### config.mk
export PLATFORM = sky130hd
export DESIGN_NAME = plc_top
export DESIGN_NICKNAME = d
export VERILOG_FILES = /design/src/hdl/plc_pkg.sv /design/src/hdl/plc_blinker.sv /design/src/hdl/plc_resolver.sv /design/src/hdl/plc_top.sv
export VERILOG_INCLUDE_DIRS = /design/src /design/src/hdl
export SDC_FILE = /design/constraint.sdc
export NUM_CORES = 1
export LEC_CHECK = 0
export ABC_AREA = 1
export BUFFER_PORTS_ARGS = -buffer_cell sky130_fd_sc_hd__buf_2
export CORE_ASPECT_RATIO = 0.7
export CORE_MARGIN = 2
export CORE_UTILIZATION = 50
export CTS_CLUSTER_SIZE = 14
export DETAILED_ROUTE_END_ITERATION = 16
export PLACE_DENSITY = 0.79
export SKIP_CTS_REPAIR_TIMING = 1
export SYNTH_ARGS = -nofsm -noshare
export SYNTH_HDL_FRONTEND = slang
export SYNTH_SLANG_ARGS = --single-unit
### constraint.sdc
create_clock -name i_core_clk -period 1.8 [get_ports i_core_clk]
set_input_delay 0.36 -clock i_core_clk [delete_from_list [all_inputs] [get_ports i_core_clk]]
set_output_delay 0.36 -clock i_core_clk [all_outputs]
set_load 0.05 [all_outputs]
### src/hdl/plc_consts.svh
// constants for the phy link control and led block
// assumes a 100 MHz core clock and a synchronous active-high reset
// Notes on behaviour
// - resolve highest common speed/duplex in priority order
// - no partner pages: mode from sensed line signal
// - gigabit only via negotiation, roles resolved first
// - negotiation on after reset, bit 12 controls
// - negotiation off: speed bits 6/13, duplex 8
// - speed change on the fly drops link
// - duplex/pause changes need restart or relink
// - completion updates link status and partner registers
// - next page exchange agrees energy efficient support
// - remote loopback returns line data to partner, full duplex only
// - led mode bit: 1 single, 0 tri-color
// - both led outputs active low
// - tri gigabit: link pin shows, activity high
// - tri 100: activity pin shows, link high
// - tri 10: both pins together
`ifndef PLC_CONSTS_SVH
`define PLC_CONSTS_SVH
`define PLC_CTL_SPEED_LSB 6
`define PLC_CTL_DUPLEX 8
`define PLC_CTL_RESTART 9
`define PLC_CTL_AN_EN 12
`define PLC_CTL_SPEED_MSB 13
`define PLC_CTL_RESET_VAL 16'h1140
// ability vector bit positions
`define PLC_AB_10H 0
`define PLC_AB_10F 1
`define PLC_AB_100H 2
`define PLC_AB_100F 3
`define PLC_AB_1GH 4
`define PLC_AB_1GF 5
`define PLC_LED_MODE_BIT 4
`define PLC_CLK_HZ 100000000
`define PLC_BLINK_MS 40
`define PLC_BLINK_CYC ((`PLC_CLK_HZ / 1000) * `PLC_BLINK_MS)
`define PLC_BLINK_W 22
`endif

### src/hdl/plc_pkg.sv
// types shared by the phy link control and led files
// assumes the constants header is included by users
package plc_pkg;
   typedef enum logic [1:0] {PLC_SPD_10, PLC_SPD_100, PLC_SPD_1000,
      PLC_SPD_NONE} plc_speed_t;
endpackage

### src/hdl/plc_blinker.sv
// activity blink generator for one port
// assumes single pulse activity events in the core clock domain
`timescale 1ns/10ps
`include "plc_consts.svh"
module plc_blinker
(
   input wire logic i_core_clk,
   input wire logic i_reset,
   input wire logic i_activity,
   output logic o_active,
   output logic o_phase
);
   logic [`PLC_BLINK_W-1:0] cnt_reg, cnt_next;
   logic pend_reg, pend_next;
   logic act_reg, act_next;
   logic ph_reg, ph_next;
   always_comb
   begin
      cnt_next = cnt_reg;
      pend_next = pend_reg | i_activity;
      act_next = act_reg;
      ph_next = ph_reg;
      // each half period is a full tick so short packets still blink
      if (cnt_reg == `PLC_BLINK_W'(`PLC_BLINK_CYC - 1))
      begin
         cnt_next = '0;
         if (act_reg && ph_reg)
         begin
            ph_next = 1'b0;
         end
         else if (pend_reg)
         begin
            act_next = 1'b1;
            ph_next = 1'b1;
            pend_next = i_activity;
         end
         else
         begin
            act_next = 1'b0;
         end
      end
      else
      begin
         cnt_next = cnt_reg + `PLC_BLINK_W'(1);
      end
   end
   always_ff @(posedge i_core_clk)
   begin
      if (i_reset)
      begin
         cnt_reg <= '0;
         pend_reg <= 1'b0;
         act_reg <= 1'b0;
         ph_reg <= 1'b0;
      end
      else
      begin
         cnt_reg <= cnt_next;
         pend_reg <= pend_next;
         act_reg <= act_next;
         ph_reg <= ph_next;
      end
   end
   assign o_active = act_reg;
   assign o_phase = ph_reg;
endmodule

### src/hdl/plc_resolver.sv
// highest common mode resolution from two ability vectors
// assumes vectors laid out by the ability bit constants
`timescale 1ns/10ps
`include "plc_consts.svh"
module plc_resolver
(
   input wire logic [5:0] i_local_ab,
   input wire logic [5:0] i_partner_ab,
   output plc_pkg::plc_speed_t o_speed,
   output logic o_full,
   output logic o_found
);
   import plc_pkg::*;
   logic [5:0] common;
   always_comb
   begin
      common = i_local_ab & i_partner_ab;
      o_found = 1'b1;
      o_speed = PLC_SPD_NONE;
      o_full = 1'b0;
      // fixed priority from fastest full down to 10 half
      if (common[`PLC_AB_1GF])
      begin
         o_speed = PLC_SPD_1000;
         o_full = 1'b1;
      end
      else if (common[`PLC_AB_1GH])
         o_speed = PLC_SPD_1000;
      else if (common[`PLC_AB_100F])
      begin
         o_speed = PLC_SPD_100;
         o_full = 1'b1;
      end
      else if (common[`PLC_AB_100H])
         o_speed = PLC_SPD_100;
      else if (common[`PLC_AB_10F])
      begin
         o_speed = PLC_SPD_10;
         o_full = 1'b1;
      end
      else if (common[`PLC_AB_10H])
         o_speed = PLC_SPD_10;
      else
         o_found = 1'b0;
   end
endmodule

### src/hdl/plc_top.sv
// per-port link control, remote loopback and led driver
// assumes line-side events from the analog front end, one cycle pulses,
// and control register fields presented as plain ports
`timescale 1ns/10ps
`include "plc_consts.svh"
module plc_top
(
   input wire logic i_core_clk,
   input wire logic i_reset,
   input wire logic [15:0] i_ctl_data,
   input wire logic i_ctl_we,
   input wire logic [5:0] i_adv_ab,
   input wire logic i_adv_pause,
   input wire logic i_adv_eee,
   input wire logic i_led_mode_data,
   input wire logic i_led_mode_we,
   input wire logic i_remote_lb_en,
   input wire logic i_pages_rx,
   input wire logic [5:0] i_partner_ab,
   input wire logic i_partner_pause,
   input wire logic i_partner_eee,
   input wire logic i_ms_resolved,
   input wire logic i_ms_fault,
   input wire logic i_ms_is_master,
   input wire logic i_pd_valid,
   input wire logic i_pd_is_100,
   input wire logic i_line_ok,
   input wire logic [7:0] i_rx_data,
   input wire logic i_rx_valid,
   input wire logic [7:0] i_mac_tx_data,
   input wire logic i_mac_tx_valid,
   output logic [7:0] o_tx_data,
   output logic o_tx_valid,
   output logic [7:0] o_mac_rx_data,
   output logic o_mac_rx_valid,
   output logic o_link_up,
   output logic o_an_complete,
   output logic o_an_restart_busy,
   output logic [1:0] o_speed,
   output logic o_full_duplex,
   output logic o_pause_on,
   output logic o_eee_on,
   output logic o_master,
   output logic o_parallel_detect,
   output logic [5:0] o_lp_ability,
   output logic o_lp_pause,
   output logic o_lp_an_able,
   output logic o_gig_lp_full,
   output logic o_gig_lp_half,
   output logic o_ms_fault,
   output logic o_led_single,
   output logic o_link_indicator_out_n,
   output logic o_activity_indicator_out_n
);
   import plc_pkg::*;
   typedef enum logic [1:0] {PLC_ST_DOWN, PLC_ST_NEG, PLC_ST_UP}
      plc_state_t;

   function automatic plc_speed_t plc_forced_speed(input logic [15:0] c);
      unique case ({c[`PLC_CTL_SPEED_MSB], c[`PLC_CTL_SPEED_LSB]})
         2'b00: plc_forced_speed = PLC_SPD_10;
         2'b10: plc_forced_speed = PLC_SPD_100;
         2'b01: plc_forced_speed = PLC_SPD_1000;
         default: plc_forced_speed = PLC_SPD_NONE;
      endcase
   endfunction

   plc_state_t st_reg, st_next;
   logic [15:0] ctl_reg, ctl_next;
   logic rst_pend_reg, rst_pend_next;
   plc_speed_t spd_reg, spd_next;
   logic full_reg, full_next;
   logic pause_reg, pause_next;
   logic eee_reg, eee_next;
   logic mst_reg, mst_next;
   logic pd_reg, pd_next;
   logic done_reg, done_next;
   logic [5:0] lpab_reg, lpab_next;
   logic lpp_reg, lpp_next;
   logic lpan_reg, lpan_next;
   logic msf_reg, msf_next;
   logic ledm_reg, ledm_next;
   logic [7:0] txd_reg, txd_next;
   logic txv_reg, txv_next;
   logic [7:0] mrd_reg, mrd_next;
   logic mrv_reg, mrv_next;
   logic lnk_n_reg, lnk_n_next;
   logic act_n_reg, act_n_next;
   plc_speed_t res_spd;
   logic res_full, res_found;
   logic blink_act, blink_ph;
   logic an_en;
   logic speed_chg;

   plc_resolver u_res
   (
      .i_local_ab(i_adv_ab),
      .i_partner_ab(i_partner_ab),
      .o_speed(res_spd),
      .o_full(res_full),
      .o_found(res_found)
   );

   plc_blinker u_blink
   (
      .i_core_clk(i_core_clk),
      .i_reset(i_reset),
      .i_activity(i_rx_valid | o_tx_valid),
      .o_active(blink_act),
      .o_phase(blink_ph)
   );

   assign an_en = ctl_reg[`PLC_CTL_AN_EN];
   // a speed write while running restarts link bring-up
   assign speed_chg = i_ctl_we &&
      (i_ctl_data[`PLC_CTL_SPEED_MSB] != ctl_reg[`PLC_CTL_SPEED_MSB] ||
       i_ctl_data[`PLC_CTL_SPEED_LSB] != ctl_reg[`PLC_CTL_SPEED_LSB] ||
       i_ctl_data[`PLC_CTL_AN_EN] != ctl_reg[`PLC_CTL_AN_EN]);

   always_comb
   begin
      st_next = st_reg;
      ctl_next = ctl_reg;
      rst_pend_next = rst_pend_reg;
      spd_next = spd_reg;
      full_next = full_reg;
      pause_next = pause_reg;
      eee_next = eee_reg;
      mst_next = mst_reg;
      pd_next = pd_reg;
      done_next = done_reg;
      lpab_next = lpab_reg;
      lpp_next = lpp_reg;
      lpan_next = lpan_reg;
      msf_next = msf_reg;
      if (i_ctl_we)
      begin
         ctl_next = i_ctl_data;
         // restart bit self clears at once, rst_pend_reg holds the request
         ctl_next[`PLC_CTL_RESTART] = 1'b0;
         if (i_ctl_data[`PLC_CTL_RESTART])
            rst_pend_next = 1'b1;
      end
      unique case (st_reg)
         PLC_ST_DOWN:
         begin
            done_next = 1'b0;
            rst_pend_next = 1'b0;
            if (i_line_ok)
               st_next = PLC_ST_NEG;
         end
         PLC_ST_NEG:
         begin
            if (!i_line_ok)
               st_next = PLC_ST_DOWN;
            else if (!an_en)
            begin
               // forced mode from control bits
               if (plc_forced_speed(ctl_reg) != PLC_SPD_NONE &&
                   plc_forced_speed(ctl_reg) != PLC_SPD_1000)
               begin
                  spd_next = plc_forced_speed(ctl_reg);
                  full_next = ctl_reg[`PLC_CTL_DUPLEX];
                  pause_next = 1'b0;
                  eee_next = 1'b0;
                  pd_next = 1'b0;
                  st_next = PLC_ST_UP;
               end
            end
            else if (i_pages_rx && res_found)
            begin
               // gigabit waits for the role outcome
               if (res_spd != PLC_SPD_1000 || i_ms_resolved)
               begin
                  spd_next = res_spd;
                  full_next = res_full;
                  pause_next = res_full && i_adv_pause && i_partner_pause;
                  // energy efficient only if both pages agree
                  eee_next = i_adv_eee && i_partner_eee;
                  mst_next = i_ms_is_master;
                  pd_next = 1'b0;
                  // partner copies appear with completion
                  done_next = 1'b1;
                  lpab_next = i_partner_ab;
                  lpp_next = i_partner_pause;
                  lpan_next = 1'b1;
                  msf_next = 1'b0;
                  st_next = PLC_ST_UP;
               end
               else if (i_ms_fault)
                  msf_next = 1'b1;
            end
            else if (i_pd_valid && !i_pages_rx)
            begin
               // parallel detect is never gigabit, half duplex
               spd_next = i_pd_is_100 ? PLC_SPD_100 : PLC_SPD_10;
               full_next = 1'b0;
               pause_next = 1'b0;
               eee_next = 1'b0;
               pd_next = 1'b1;
               done_next = 1'b1;
               lpan_next = 1'b0;
               lpab_next = '0;
               st_next = PLC_ST_UP;
            end
         end
         PLC_ST_UP:
         begin
            // duplex/pause edits are held until restart or relink
            if (!i_line_ok || speed_chg || rst_pend_reg)
            begin
               st_next = speed_chg || rst_pend_reg ?
                  PLC_ST_NEG : PLC_ST_DOWN;
               rst_pend_next = 1'b0;
               done_next = 1'b0;
               spd_next = PLC_SPD_NONE;
            end
         end
         default: st_next = PLC_ST_DOWN;
      endcase
   end

   always_comb
   begin
      // loopback bypasses the mac path, full duplex only
      if (i_remote_lb_en && full_reg && st_reg == PLC_ST_UP)
      begin
         txd_next = i_rx_data;
         txv_next = i_rx_valid;
         mrv_next = 1'b0;
      end
      else
      begin
         txd_next = i_mac_tx_data;
         txv_next = i_mac_tx_valid;
         mrv_next = i_rx_valid;
      end
      mrd_next = i_rx_data;
      ledm_next = i_led_mode_we ? i_led_mode_data : ledm_reg;
   end

   always_comb
   begin
      // pins are active low, so 0 lights the led
      lnk_n_next = 1'b1;
      act_n_next = 1'b1;
      if (st_reg == PLC_ST_UP)
      begin
         if (ledm_reg)
         begin
            lnk_n_next = 1'b0;
            act_n_next = ~(blink_act & blink_ph);
         end
         else
         begin
            unique case (spd_reg)
               PLC_SPD_1000: lnk_n_next = blink_act & blink_ph;
               PLC_SPD_100: act_n_next = blink_act & blink_ph;
               PLC_SPD_10:
               begin
                  lnk_n_next = blink_act & blink_ph;
                  act_n_next = blink_act & blink_ph;
               end
               default:
               begin
                  lnk_n_next = 1'b1;
                  act_n_next = 1'b1;
               end
            endcase
         end
      end
   end

   always_ff @(posedge i_core_clk)
   begin
      if (i_reset)
      begin
         st_reg <= PLC_ST_DOWN;
         ctl_reg <= `PLC_CTL_RESET_VAL;
         rst_pend_reg <= 1'b0;
         spd_reg <= PLC_SPD_NONE;
         full_reg <= 1'b0;
         pause_reg <= 1'b0;
         eee_reg <= 1'b0;
         mst_reg <= 1'b0;
         pd_reg <= 1'b0;
         done_reg <= 1'b0;
         lpab_reg <= '0;
         lpp_reg <= 1'b0;
         lpan_reg <= 1'b0;
         msf_reg <= 1'b0;
         ledm_reg <= 1'b0;
         txd_reg <= '0;
         txv_reg <= 1'b0;
         mrd_reg <= '0;
         mrv_reg <= 1'b0;
         lnk_n_reg <= 1'b1;
         act_n_reg <= 1'b1;
      end
      else
      begin
         st_reg <= st_next;
         ctl_reg <= ctl_next;
         rst_pend_reg <= rst_pend_next;
         spd_reg <= spd_next;
         full_reg <= full_next;
         pause_reg <= pause_next;
         eee_reg <= eee_next;
         mst_reg <= mst_next;
         pd_reg <= pd_next;
         done_reg <= done_next;
         lpab_reg <= lpab_next;
         lpp_reg <= lpp_next;
         lpan_reg <= lpan_next;
         msf_reg <= msf_next;
         ledm_reg <= ledm_next;
         txd_reg <= txd_next;
         txv_reg <= txv_next;
         mrd_reg <= mrd_next;
         mrv_reg <= mrv_next;
         lnk_n_reg <= lnk_n_next;
         act_n_reg <= act_n_next;
      end
   end

   assign o_tx_data = txd_reg;
   assign o_tx_valid = txv_reg;
   assign o_mac_rx_data = mrd_reg;
   assign o_mac_rx_valid = mrv_reg;
   assign o_link_up = (st_reg == PLC_ST_UP);
   assign o_an_complete = done_reg;
   assign o_an_restart_busy = rst_pend_reg;
   assign o_speed = spd_reg;
   assign o_full_duplex = full_reg;
   assign o_pause_on = pause_reg;
   assign o_eee_on = eee_reg;
   assign o_master = mst_reg;
   assign o_parallel_detect = pd_reg;
   assign o_lp_ability = lpab_reg;
   assign o_lp_pause = lpp_reg;
   assign o_lp_an_able = lpan_reg;
   assign o_gig_lp_full = lpab_reg[`PLC_AB_1GF];
   assign o_gig_lp_half = lpab_reg[`PLC_AB_1GH];
   assign o_ms_fault = msf_reg;
   assign o_led_single = ledm_reg;
   assign o_link_indicator_out_n = lnk_n_reg;
   assign o_activity_indicator_out_n = act_n_reg;
endmodule

==> results of run 1 <==
## layer usage
layer / up-vias / wire length (um) / GRT usage, %
met3: 6 / 472 / 6.21
met2: 94 / 3110 / 31.9
met4: 0 / 67 / 5.63
met1: 1318 / 3500 / 28.4
li1: 1564 / - / -
met5: - / 0 / 0
## cell families after synthesis
logic type                 share of synthesized area [%]
AOI/OAI and AO/OA                                   10.0
xor gates and xnor gates                            2.53
adders and majority gates                          0.401
buffers and inverters                               8.47
DFF                                                 45.0
and+or+nand+nor                                     33.6
## how the worst max path moves through the flow
| stage | start | end | slack (ns) | depth (start not counted) |
|---|---|---|---|---|
| finish | u_blink.cnt_reg[0]$_SDFF_PP0_ | u_blink.cnt_reg[16]$_SDFF_PP0_ | 0.16 | 10 |
| global route | u_blink.cnt_reg[0]$_SDFF_PP0_ | u_blink.cnt_reg[9]$_SDFF_PP0_ | -0.03 | 10 |
| CTS | u_blink.cnt_reg[0]$_SDFF_PP0_ | u_blink.cnt_reg[9]$_SDFF_PP0_ | 0.09 | 10 |
| detailed placement | u_blink.cnt_reg[0]$_SDFF_PP0_ | u_blink.cnt_reg[9]$_SDFF_PP0_ | 0.12 | 10 |
| global placement | u_blink.cnt_reg[0]$_SDFF_PP0_ | u_blink.cnt_reg[9]$_SDFF_PP0_ | 0.13 | 10 |
| floorplan | st_reg[1]$_SDFFE_PP0P_ | o_speed[0]$_SDFFE_PP1P_ | 0.15 | 9 |
## stage by stage
step / hold slack, ns / total power, uW
6_report: 0.228 / 3390
5_1_grt: 0.223 / 3540
4_1_cts: 0.216 / 3420
3_5_place_dp: 0.439 / 2140
3_3_place_gp: 0.431 / 2130
2_1_floorplan: 0.418 / 1990
## cell usage after synthesis (2+ instances only)
cell type	n
buf_2	4
xnor2_1	3
a21oi_1	26
xor2_1	6
nor4_1	5
nor2_2	3
inv_2	5
o21ai_0	12
buf_4	2
nor2_1	62
nand2_1	95
nor2_4	5
nand3_2	3
nand4_1	8
a211oi_1	9
dfxtp_1	70
clkbuf_1	5
nor3_1	8
nand2_2	6
inv_1	49
o211ai_1	2
nand3_1	22
## critical path: stages (launching register included)
cell     delay, ns
dfxtp_1       0.36
ha_1          0.17
nand2_1       0.10
nor2_4        0.15
nand2_2       0.09
nor2_4        0.11
inv_2         0.07
nor3_4        0.16
nand3_2       0.10
xor2_1        0.18
nor2_2        0.04
## cell type report
type,instances,share of cell area (%)
multi-input combinational,289,37.6
sequential,70,36.0
timing repair buffer,99,13.4
inverter,55,5.30
clock buffer,9,3.18
tap,78,2.51
clock inverter,7,1.99
## power groups by stage
stage | combinational (uW) | clock [uW] | sequential [uW]
2_1_floorplan | 186 | 0 | 1800
3_5_place_dp | 473 | 0 | 1670
3_3_place_gp | 467 | 0 | 1670
4_1_cts | 475 | 1310 | 1630
6_report | 476 | 1290 | 1630
5_1_grt | 520 | 1380 | 1640
==> flow_summary.toml, run 1 <==
[outcome]
status = "complete, no violations"

[grt]
grt_pass1_wl_mm = 11.7
grt_usage_pct = 20.7
gr-total-overflow = 0
grt_pass1_vias = 2648
grt_max_degree = 22
antenna_found_initial = 0

[floorplanning]
die_area_sq_um = 6890
initial_utilization_pct = 50.9
pin_count = 105
fp.coreArea_sq_um = 6130
die_height_um = 70.1
die_w_um = 98.4
num_rows = 24

[route]
wl_per_cell_um = 11.8
routed_wirelength_mm = 7.15
vias = 2982
drt_pre_antenna_iters = 4
drc = 0
via_per_inst = 4.91
ant_nets = 0
drt_iter0_drc = 131

[yosys]
synth_cell_types = 38
synth_area_leader_cell = "dfxtp_1"
synthFlopType = "dfxtp_1"
synth_nets = 490
syn_avg_cell_area_sq_um = 7.32
synth_seq_cells = 70
netlist_top_cells_area = "dfxtp_1, nand2_1, nor2_1"
synth_top_area_share_pct = 45.0
synth_edf_count = 0
async_flop_share_pct = 0
yosysSeqAreaShare_pct = 45.0
synth_warnings = 0
synth_area_sq_um = 3120
synthCells = 426

[timing]
fin_crit_sh_pct = 91.2
clock_skew_ns = 0.0101
rsz0062_at_grt = "yes"
period_needed_ns = 1.64
worst_slack_ns = 0.158
finalHoldViolCount = 0
finalMaxSlewViolations = 0
setup_viol = 0
worst_pin_slew_ns = 0.467
setup_tns_ns = 0
fmax_mhz = 609
slew_headroom_pct = 68.7

[power_and_ir_drop]
power_density_nw_per_um2 = 872
p_int_uw = 2410
combPwrFrac_pct = 14.0
clkPwrFrac_pct = 37.9
switchingPower_uw = 987
leakagePower_uw = 0.00185
switching_share_pct = 29.1
seq_power_share_pct = 48.1
ir_drop_mv = 0.390

[clocking]
clk_pin_slew_ns = 0.08
htree_num_levels = 3
cts_tree = "yes"
clk_path_buf_depth = 2
root_buffer = "clkbuf_8"
numCtsBuffers = 9
clock_latency_ns = 0.34
cts_sinks = 70

[cells_and_area]
fill_cells = 554
fin_nets = 588
largest_reg_flops = 22
mostFrequentLayoutCells = "nand2_1, buf_2, dfxtp_1"
area_growth_pct = 24.9
regArea_sq_um = 1400
utilization_pct = 63.6
multi_input_area_sq_um = 1460
final_common_cell = "nand2_1"
layout-drive-gt1-share_pct = 27.6
final_cells = 607
final_area_sq_um = 3890
antenna_cells = 0

[placed_design]
dp_hpwl_mm = 5.40
io_buffer_count = 93
place_area_sq_um = 3680
routabilityCongestion = 0.894
placed_cells = 591
dpl_worst_slack_ns = 0.115

[flow_run]
drv_cap = 0

[critical_path]
r2r_slack_ns = 0.16
cp-end-kind = "flip-flop"
arrival_ns = 1.88
path_max_fanout = 5
reg2reg_to = "u_blink.cnt_reg[16]$_SDFF_PP0_"
worst_r2r_startpoint = "u_blink.cnt_reg[0]$_SDFF_PP0_"
r2r_cells = 10
criticalPathCategory = "flip-flop to flip-flop"
cp.required_ns = 2.04
start_kind = "flip-flop"

[worst_hold_path]
holdPathStages = 3
worstHoldEndpoint = "o_mac_rx_data[4]$_SDFF_PP0_"
min_from = "i_rx_data[4]"
hp-class = "primary input to flip-flop"
No activity file was read; power rests on OpenSTA's default activity.
==> run 2, diff against run 1 <==
--- a/config.mk
+++ b/config.mk
@@ -9,11 +9,11 @@
 export ABC_AREA = 1
 export BUFFER_PORTS_ARGS = -buffer_cell sky130_fd_sc_hd__buf_2
 export CORE_ASPECT_RATIO = 0.7
-export CORE_MARGIN = 2
 export CORE_UTILIZATION = 50
 export CTS_CLUSTER_SIZE = 14
 export DETAILED_ROUTE_END_ITERATION = 16
 export PLACE_DENSITY = 0.79
+export RECOVER_POWER = 25
 export SKIP_CTS_REPAIR_TIMING = 1
 export SYNTH_ARGS = -nofsm -noshare
 export SYNTH_HDL_FRONTEND = slang
==> constraint.sdc (replaced) <==
create_clock -name i_core_clk -period 1.8 [get_ports i_core_clk]
set_input_delay 0.18 -clock i_core_clk [delete_from_list [all_inputs] [get_ports i_core_clk]]
set_output_delay 0.18 -clock i_core_clk [all_outputs]
set_load 0.05 [all_outputs]
==> flow_summary.toml, run 2 (synthesis gave the netlist of run 1 again) <==
[power_and_ir_drop]
switching_share_pct = 26.6
clkPwrFrac_pct = 42.1
seq_power_share_pct = 44.9
leakagePower_uw = 0.00181
switchingPower_uw = 965
p_int_uw = 2670
ir_drop_mv = 0.516
power_density_nw_per_um2 = 934
combPwrFrac_pct = 12.9

[cells_and_area]
antenna_cells = 0
largest_reg_flops = 22
multi_input_area_sq_um = 1450
regArea_sq_um = 1400
layout-drive-gt1-share_pct = 24.2
final_common_cell = "nand2_1"
area_growth_pct = 24.8
fin_nets = 589
final_cells = 605
fill_cells = 515
mostFrequentLayoutCells = "nand2_1, buf_2, dfxtp_1"

[timing]
fmax_mhz = 615
setup_viol = 0
setup_tns_ns = 0
period_needed_ns = 1.62
worst_slack_ns = 0.175
clock_skew_ns = 0.00981
finalMaxSlewViolations = 0
worst_pin_slew_ns = 0.908
fin_crit_sh_pct = 90.3
slew_headroom_pct = 39.5
rsz0062_at_grt = "no"
finalHoldViolCount = 0

[critical_path]
criticalPathCategory = "flip-flop to flip-flop"
start_kind = "flip-flop"
cp.required_ns = 2.03
r2r_cells = 9
worst_r2r_startpoint = "u_blink.cnt_reg[0]$_SDFF_PP0_"
reg2reg_to = "u_blink.cnt_reg[15]$_SDFF_PP0_"
arrival_ns = 1.86
cp-end-kind = "flip-flop"
r2r_slack_ns = 0.18
path_max_fanout = 10

[route]
routed_wirelength_mm = 7.09
via_per_inst = 4.94
drc = 0
ant_nets = 0
wl_per_cell_um = 11.7
vias = 2989
drt_iter0_drc = 111
drt_pre_antenna_iters = 5

[placed_design]
routabilityCongestion = 0.854
dp_hpwl_mm = 5.47
io_buffer_count = 93
dpl_worst_slack_ns = 0.147
placed_cells = 589

[floorplanning]
die_w_um = 96.4
fp.coreArea_sq_um = 5870
die_area_sq_um = 6560
initial_utilization_pct = 53.1
die_height_um = 68.1
pin_count = 105
num_rows = 23

[grt]
antenna_found_initial = 0
grt_pass1_vias = 2742
gr-total-overflow = 0
grt_pass1_wl_mm = 11.6
grt_usage_pct = 23.3
grt_max_degree = 20

[worst_hold_path]
holdPathStages = 3
min_from = "i_ctl_data[8]"
hp-class = "primary input to flip-flop"
worstHoldEndpoint = "ctl_reg[8]$_SDFFE_PP1P_"

[clocking]
root_buffer = "clkbuf_8"
clock_latency_ns = 0.34
clk_pin_slew_ns = 0.08
cts_sinks = 70
clk_path_buf_depth = 2
cts_tree = "yes"
htree_num_levels = 3
numCtsBuffers = 9

[flow_run]
drv_cap = 0

[outcome]
status = "complete, no violations"
-- run 2: cell types whose count changed in the layout (fill, tap and decap cells not counted), sizes merged --
cell / before / now
clkbuf: 9 / 26
buf: 99 / 83
bufinv: 1 / 3
inv: 57 / 55
-- run 2: metal layers --
| layer | global-route usage, % | wire (um) | vias to the layer above | part of all wire, % |
|---|---|---|---|---|
| li1 | - | - | 1565 | - |
| met1 | 29.8 | 3560 | 1307 | 50 |
| met2 | 37.3 | 2910 | 113 | 41 |
| met3 | 7.33 | 568 | 4 | 8.0 |
| met4 | 8.46 | 49 | 0 | 0.69 |
| met5 | 0 | 0 | - | 0 |
-- run 2: through the flow --
stage                     total power (uW)  hold WS (ns)  cell area [sq um]  utilization (%)
final                                 3630        0.0516               3890             66.3
after CTS                             3670        0.0423               3920             66.7
after floorplan                       1990         0.305               3120                -
after global routing                  3800        0.0452               3890             66.3
after detailed placement              2140         0.406               3670             62.6
after global placement                2130         0.395               3670             62.6
-- run 2: final cells by class --
cell class,count,share of cell area [%]
multi-input combinational,289,37.4
sequential,70,36.0
timing repair buffer,100,12.6
inverter,55,5.31
clock buffer,9,3.18
clock inverter,7,3.09
tap,75,2.41
-- run 2: how the worst max path moves through the flow --
stage          cells past startpoint                          start  slack [ns]                             end
5_1_grt                           10  u_blink.cnt_reg[0]$_SDFF_PP0_        0.01  u_blink.cnt_reg[18]$_SDFF_PP0_
3_3_place_gp                       9  u_blink.cnt_reg[0]$_SDFF_PP0_        0.19  u_blink.cnt_reg[20]$_SDFF_PP0_
3_5_place_dp                       9  u_blink.cnt_reg[0]$_SDFF_PP0_        0.15  u_blink.cnt_reg[17]$_SDFF_PP0_
4_1_cts                            9  u_blink.cnt_reg[0]$_SDFF_PP0_        0.14  u_blink.cnt_reg[15]$_SDFF_PP0_
6_report                           9  u_blink.cnt_reg[0]$_SDFF_PP0_        0.18  u_blink.cnt_reg[15]$_SDFF_PP0_
2_1_floorplan                      9         st_reg[1]$_SDFFE_PP0P_        0.15         o_speed[0]$_SDFFE_PP1P_
-- run 2: critical path, stage by stage, from the launching register on --
cell and delay [ns]:
dfxtp_1 0.36, ha_1 0.17, nand2_1 0.10, inv_1 0.08, nand2_1 0.08, nor2_1 0.19
nand4_1 0.15, nand2_2 0.15, buf_4 0.19, nor2_1 0.06
-- run 2: power by group through the flow --
stage	combinational, uW	sequential, uW	clock (uW)
5_1_grt	520	1640	1640
3_3_place_gp	467	1670	0
6_report	470	1630	1530
3_5_place_dp	474	1670	0
2_1_floorplan	186	1800	0
4_1_cts	477	1630	1560
==> run 3, diff against run 2 <==
--- a/config.mk
+++ b/config.mk
@@ -9,10 +9,10 @@
 export ABC_AREA = 1
 export BUFFER_PORTS_ARGS = -buffer_cell sky130_fd_sc_hd__buf_2
 export CORE_ASPECT_RATIO = 0.7
-export CORE_UTILIZATION = 50
+export CORE_UTILIZATION = 45
 export CTS_CLUSTER_SIZE = 14
 export DETAILED_ROUTE_END_ITERATION = 16
-export PLACE_DENSITY = 0.79
+export PLACE_DENSITY_LB_ADDON = 0.08
 export RECOVER_POWER = 25
 export SKIP_CTS_REPAIR_TIMING = 1
 export SYNTH_ARGS = -nofsm -noshare
==> flow_summary.toml, run 3 (synthesis gave the netlist of run 1 again) <==
[outcome]
status = "complete, no violations"

[cells_and_area]
largest_reg_flops = 22
antenna_cells = 0
mostFrequentLayoutCells = "nand2_1, buf_2, dfxtp_1"
fin_nets = 589
fill_cells = 623
final_cells = 621
final_common_cell = "nand2_1"
layout-drive-gt1-share_pct = 24.3
area_growth_pct = 23.6
utilization_pct = 59.7

[route]
vias = 2934
drt_pre_antenna_iters = 4
via_per_inst = 4.72
top_layer = "met4"
wl_met2_mm = 2.61
drt_iter0_drc = 133
drc = 0
wl_met1_mm = 3.82
wl_met3_um = 568
ant_nets = 0
wl_per_cell_um = 11.4
routed_wirelength_mm = 7.06

[power_and_ir_drop]
power_density_nw_per_um2 = 844
leakagePower_uw = 0.00178
switching_share_pct = 29.8
combPwrFrac_pct = 14.2
clkPwrFrac_pct = 35.5
p_int_uw = 2280
ir_drop_mv = 0.583
seq_power_share_pct = 50.3
switchingPower_uw = 969

[timing]
rsz0062_at_grt = "no"
period_needed_ns = 1.63
finalHoldViolCount = 0
finalMaxSlewViolations = 0
clock_skew_ns = 0.00979
setup_viol = 0
fin_crit_sh_pct = 90.5
slew_headroom_pct = 43.3
worst_pin_slew_ns = 0.850
whs_ns = 0.0423
setup_tns_ns = 0
worst_slack_ns = 0.170
fmax_mhz = 614

[floorplanning]
die_area_sq_um = 7270
die_w_um = 101
pin_count = 105
fp.coreArea_sq_um = 6460
num_rows = 24
die_height_um = 71.6
initial_utilization_pct = 48.3

[clocking]
cts_tree = "yes"
htree_num_levels = 3
cts_sinks = 70
numCtsBuffers = 9
root_buffer = "clkbuf_8"
clock_latency_ns = 0.35
clk_path_buf_depth = 2
clk_pin_slew_ns = 0.08

[placed_design]
dpl_worst_slack_ns = 0.119
dp_hpwl_mm = 5.39
routabilityCongestion = 0.822
io_buffer_count = 93
placed_cells = 605

[flow_run]
drv_cap = 0

[critical_path]
start_kind = "flip-flop"
cp.required_ns = 2.05
cp-end-kind = "flip-flop"
path_max_fanout = 5
criticalPathCategory = "flip-flop to flip-flop"
arrival_ns = 1.88

[worst_hold_path]
hp-class = "primary input to flip-flop"

[grt]
grt_pass1_vias = 2500
antenna_found_initial = 0
gr-total-overflow = 0
grt_pass1_wl_mm = 11.7
grt_max_degree = 21
grt_usage_pct = 20.8
run 3: final cells by class:
| class | instances | area, sq um | area share (%) |
|---|---|---|---|
| multi-input combinational | 289 | 1460 | 37.9 |
| sequential | 70 | 1400 | 36.4 |
| timing repair buffer | 100 | 490 | 12.7 |
| inverter | 55 | 206 | 5.36 |
| clock buffer | 10 | 138 | 3.57 |
| tap | 91 | 114 | 2.96 |
| clock inverter | 6 | 42.5 | 1.10 |
run 3: through the flow:
| step | instance area [sq um] | power (uW) |
|---|---|---|
| 2_1_floorplan | 3120 | 1990 |
| 3_5_place_dp | 3690 | 2140 |
| 3_3_place_gp | 3690 | 2130 |
| 5_1_grt | 3850 | 3410 |
| 4_1_cts | 3870 | 3300 |
| 6_report | 3850 | 3250 |
run 3: path summary, 6_finish.rpt:
check,to,startpoint,cells after the start,slack [ns]
setup / recovery,u_blink.cnt_reg[16]$_SDFF_PP0_,u_blink.cnt_reg[0]$_SDFF_PP0_,10,0.17
hold / removal,ctl_reg[8]$_SDFFE_PP1P_,i_ctl_data[8],3,0.04
setup reg to reg,u_blink.cnt_reg[16]$_SDFF_PP0_,u_blink.cnt_reg[0]$_SDFF_PP0_,10,0.17
hold reg to reg,u_blink.cnt_reg[0]$_SDFF_PP0_,u_blink.cnt_reg[0]$_SDFF_PP0_,1,0.45
run 3: power by group through the flow:
stage | clock network [uW] | logic, uW | registers, uW
4_1_cts | 1200 | 468 | 1640
6_report | 1150 | 461 | 1640
3_3_place_gp | 0 | 463 | 1670
5_1_grt | 1260 | 509 | 1640
3_5_place_dp | 0 | 466 | 1670
2_1_floorplan | 0 | 186 | 1800
run 3: per-layer routing:
metal,vias up,track usage [%]
li1,1561,-
met1,1257,30.3
met2,109,28.4
met3,7,7.80
met4,0,5.80
met5,-,0
run 3: critical path: stages (launching register included):
cell,delay [ns]
dfxtp_1,0.36
ha_1,0.18
nand2_1,0.10
nor2_4,0.17
nand2_2,0.06
nor2_2,0.11
inv_2,0.08
nor3_4,0.18
nand3_2,0.09
xor2_1,0.17
nor2_2,0.04
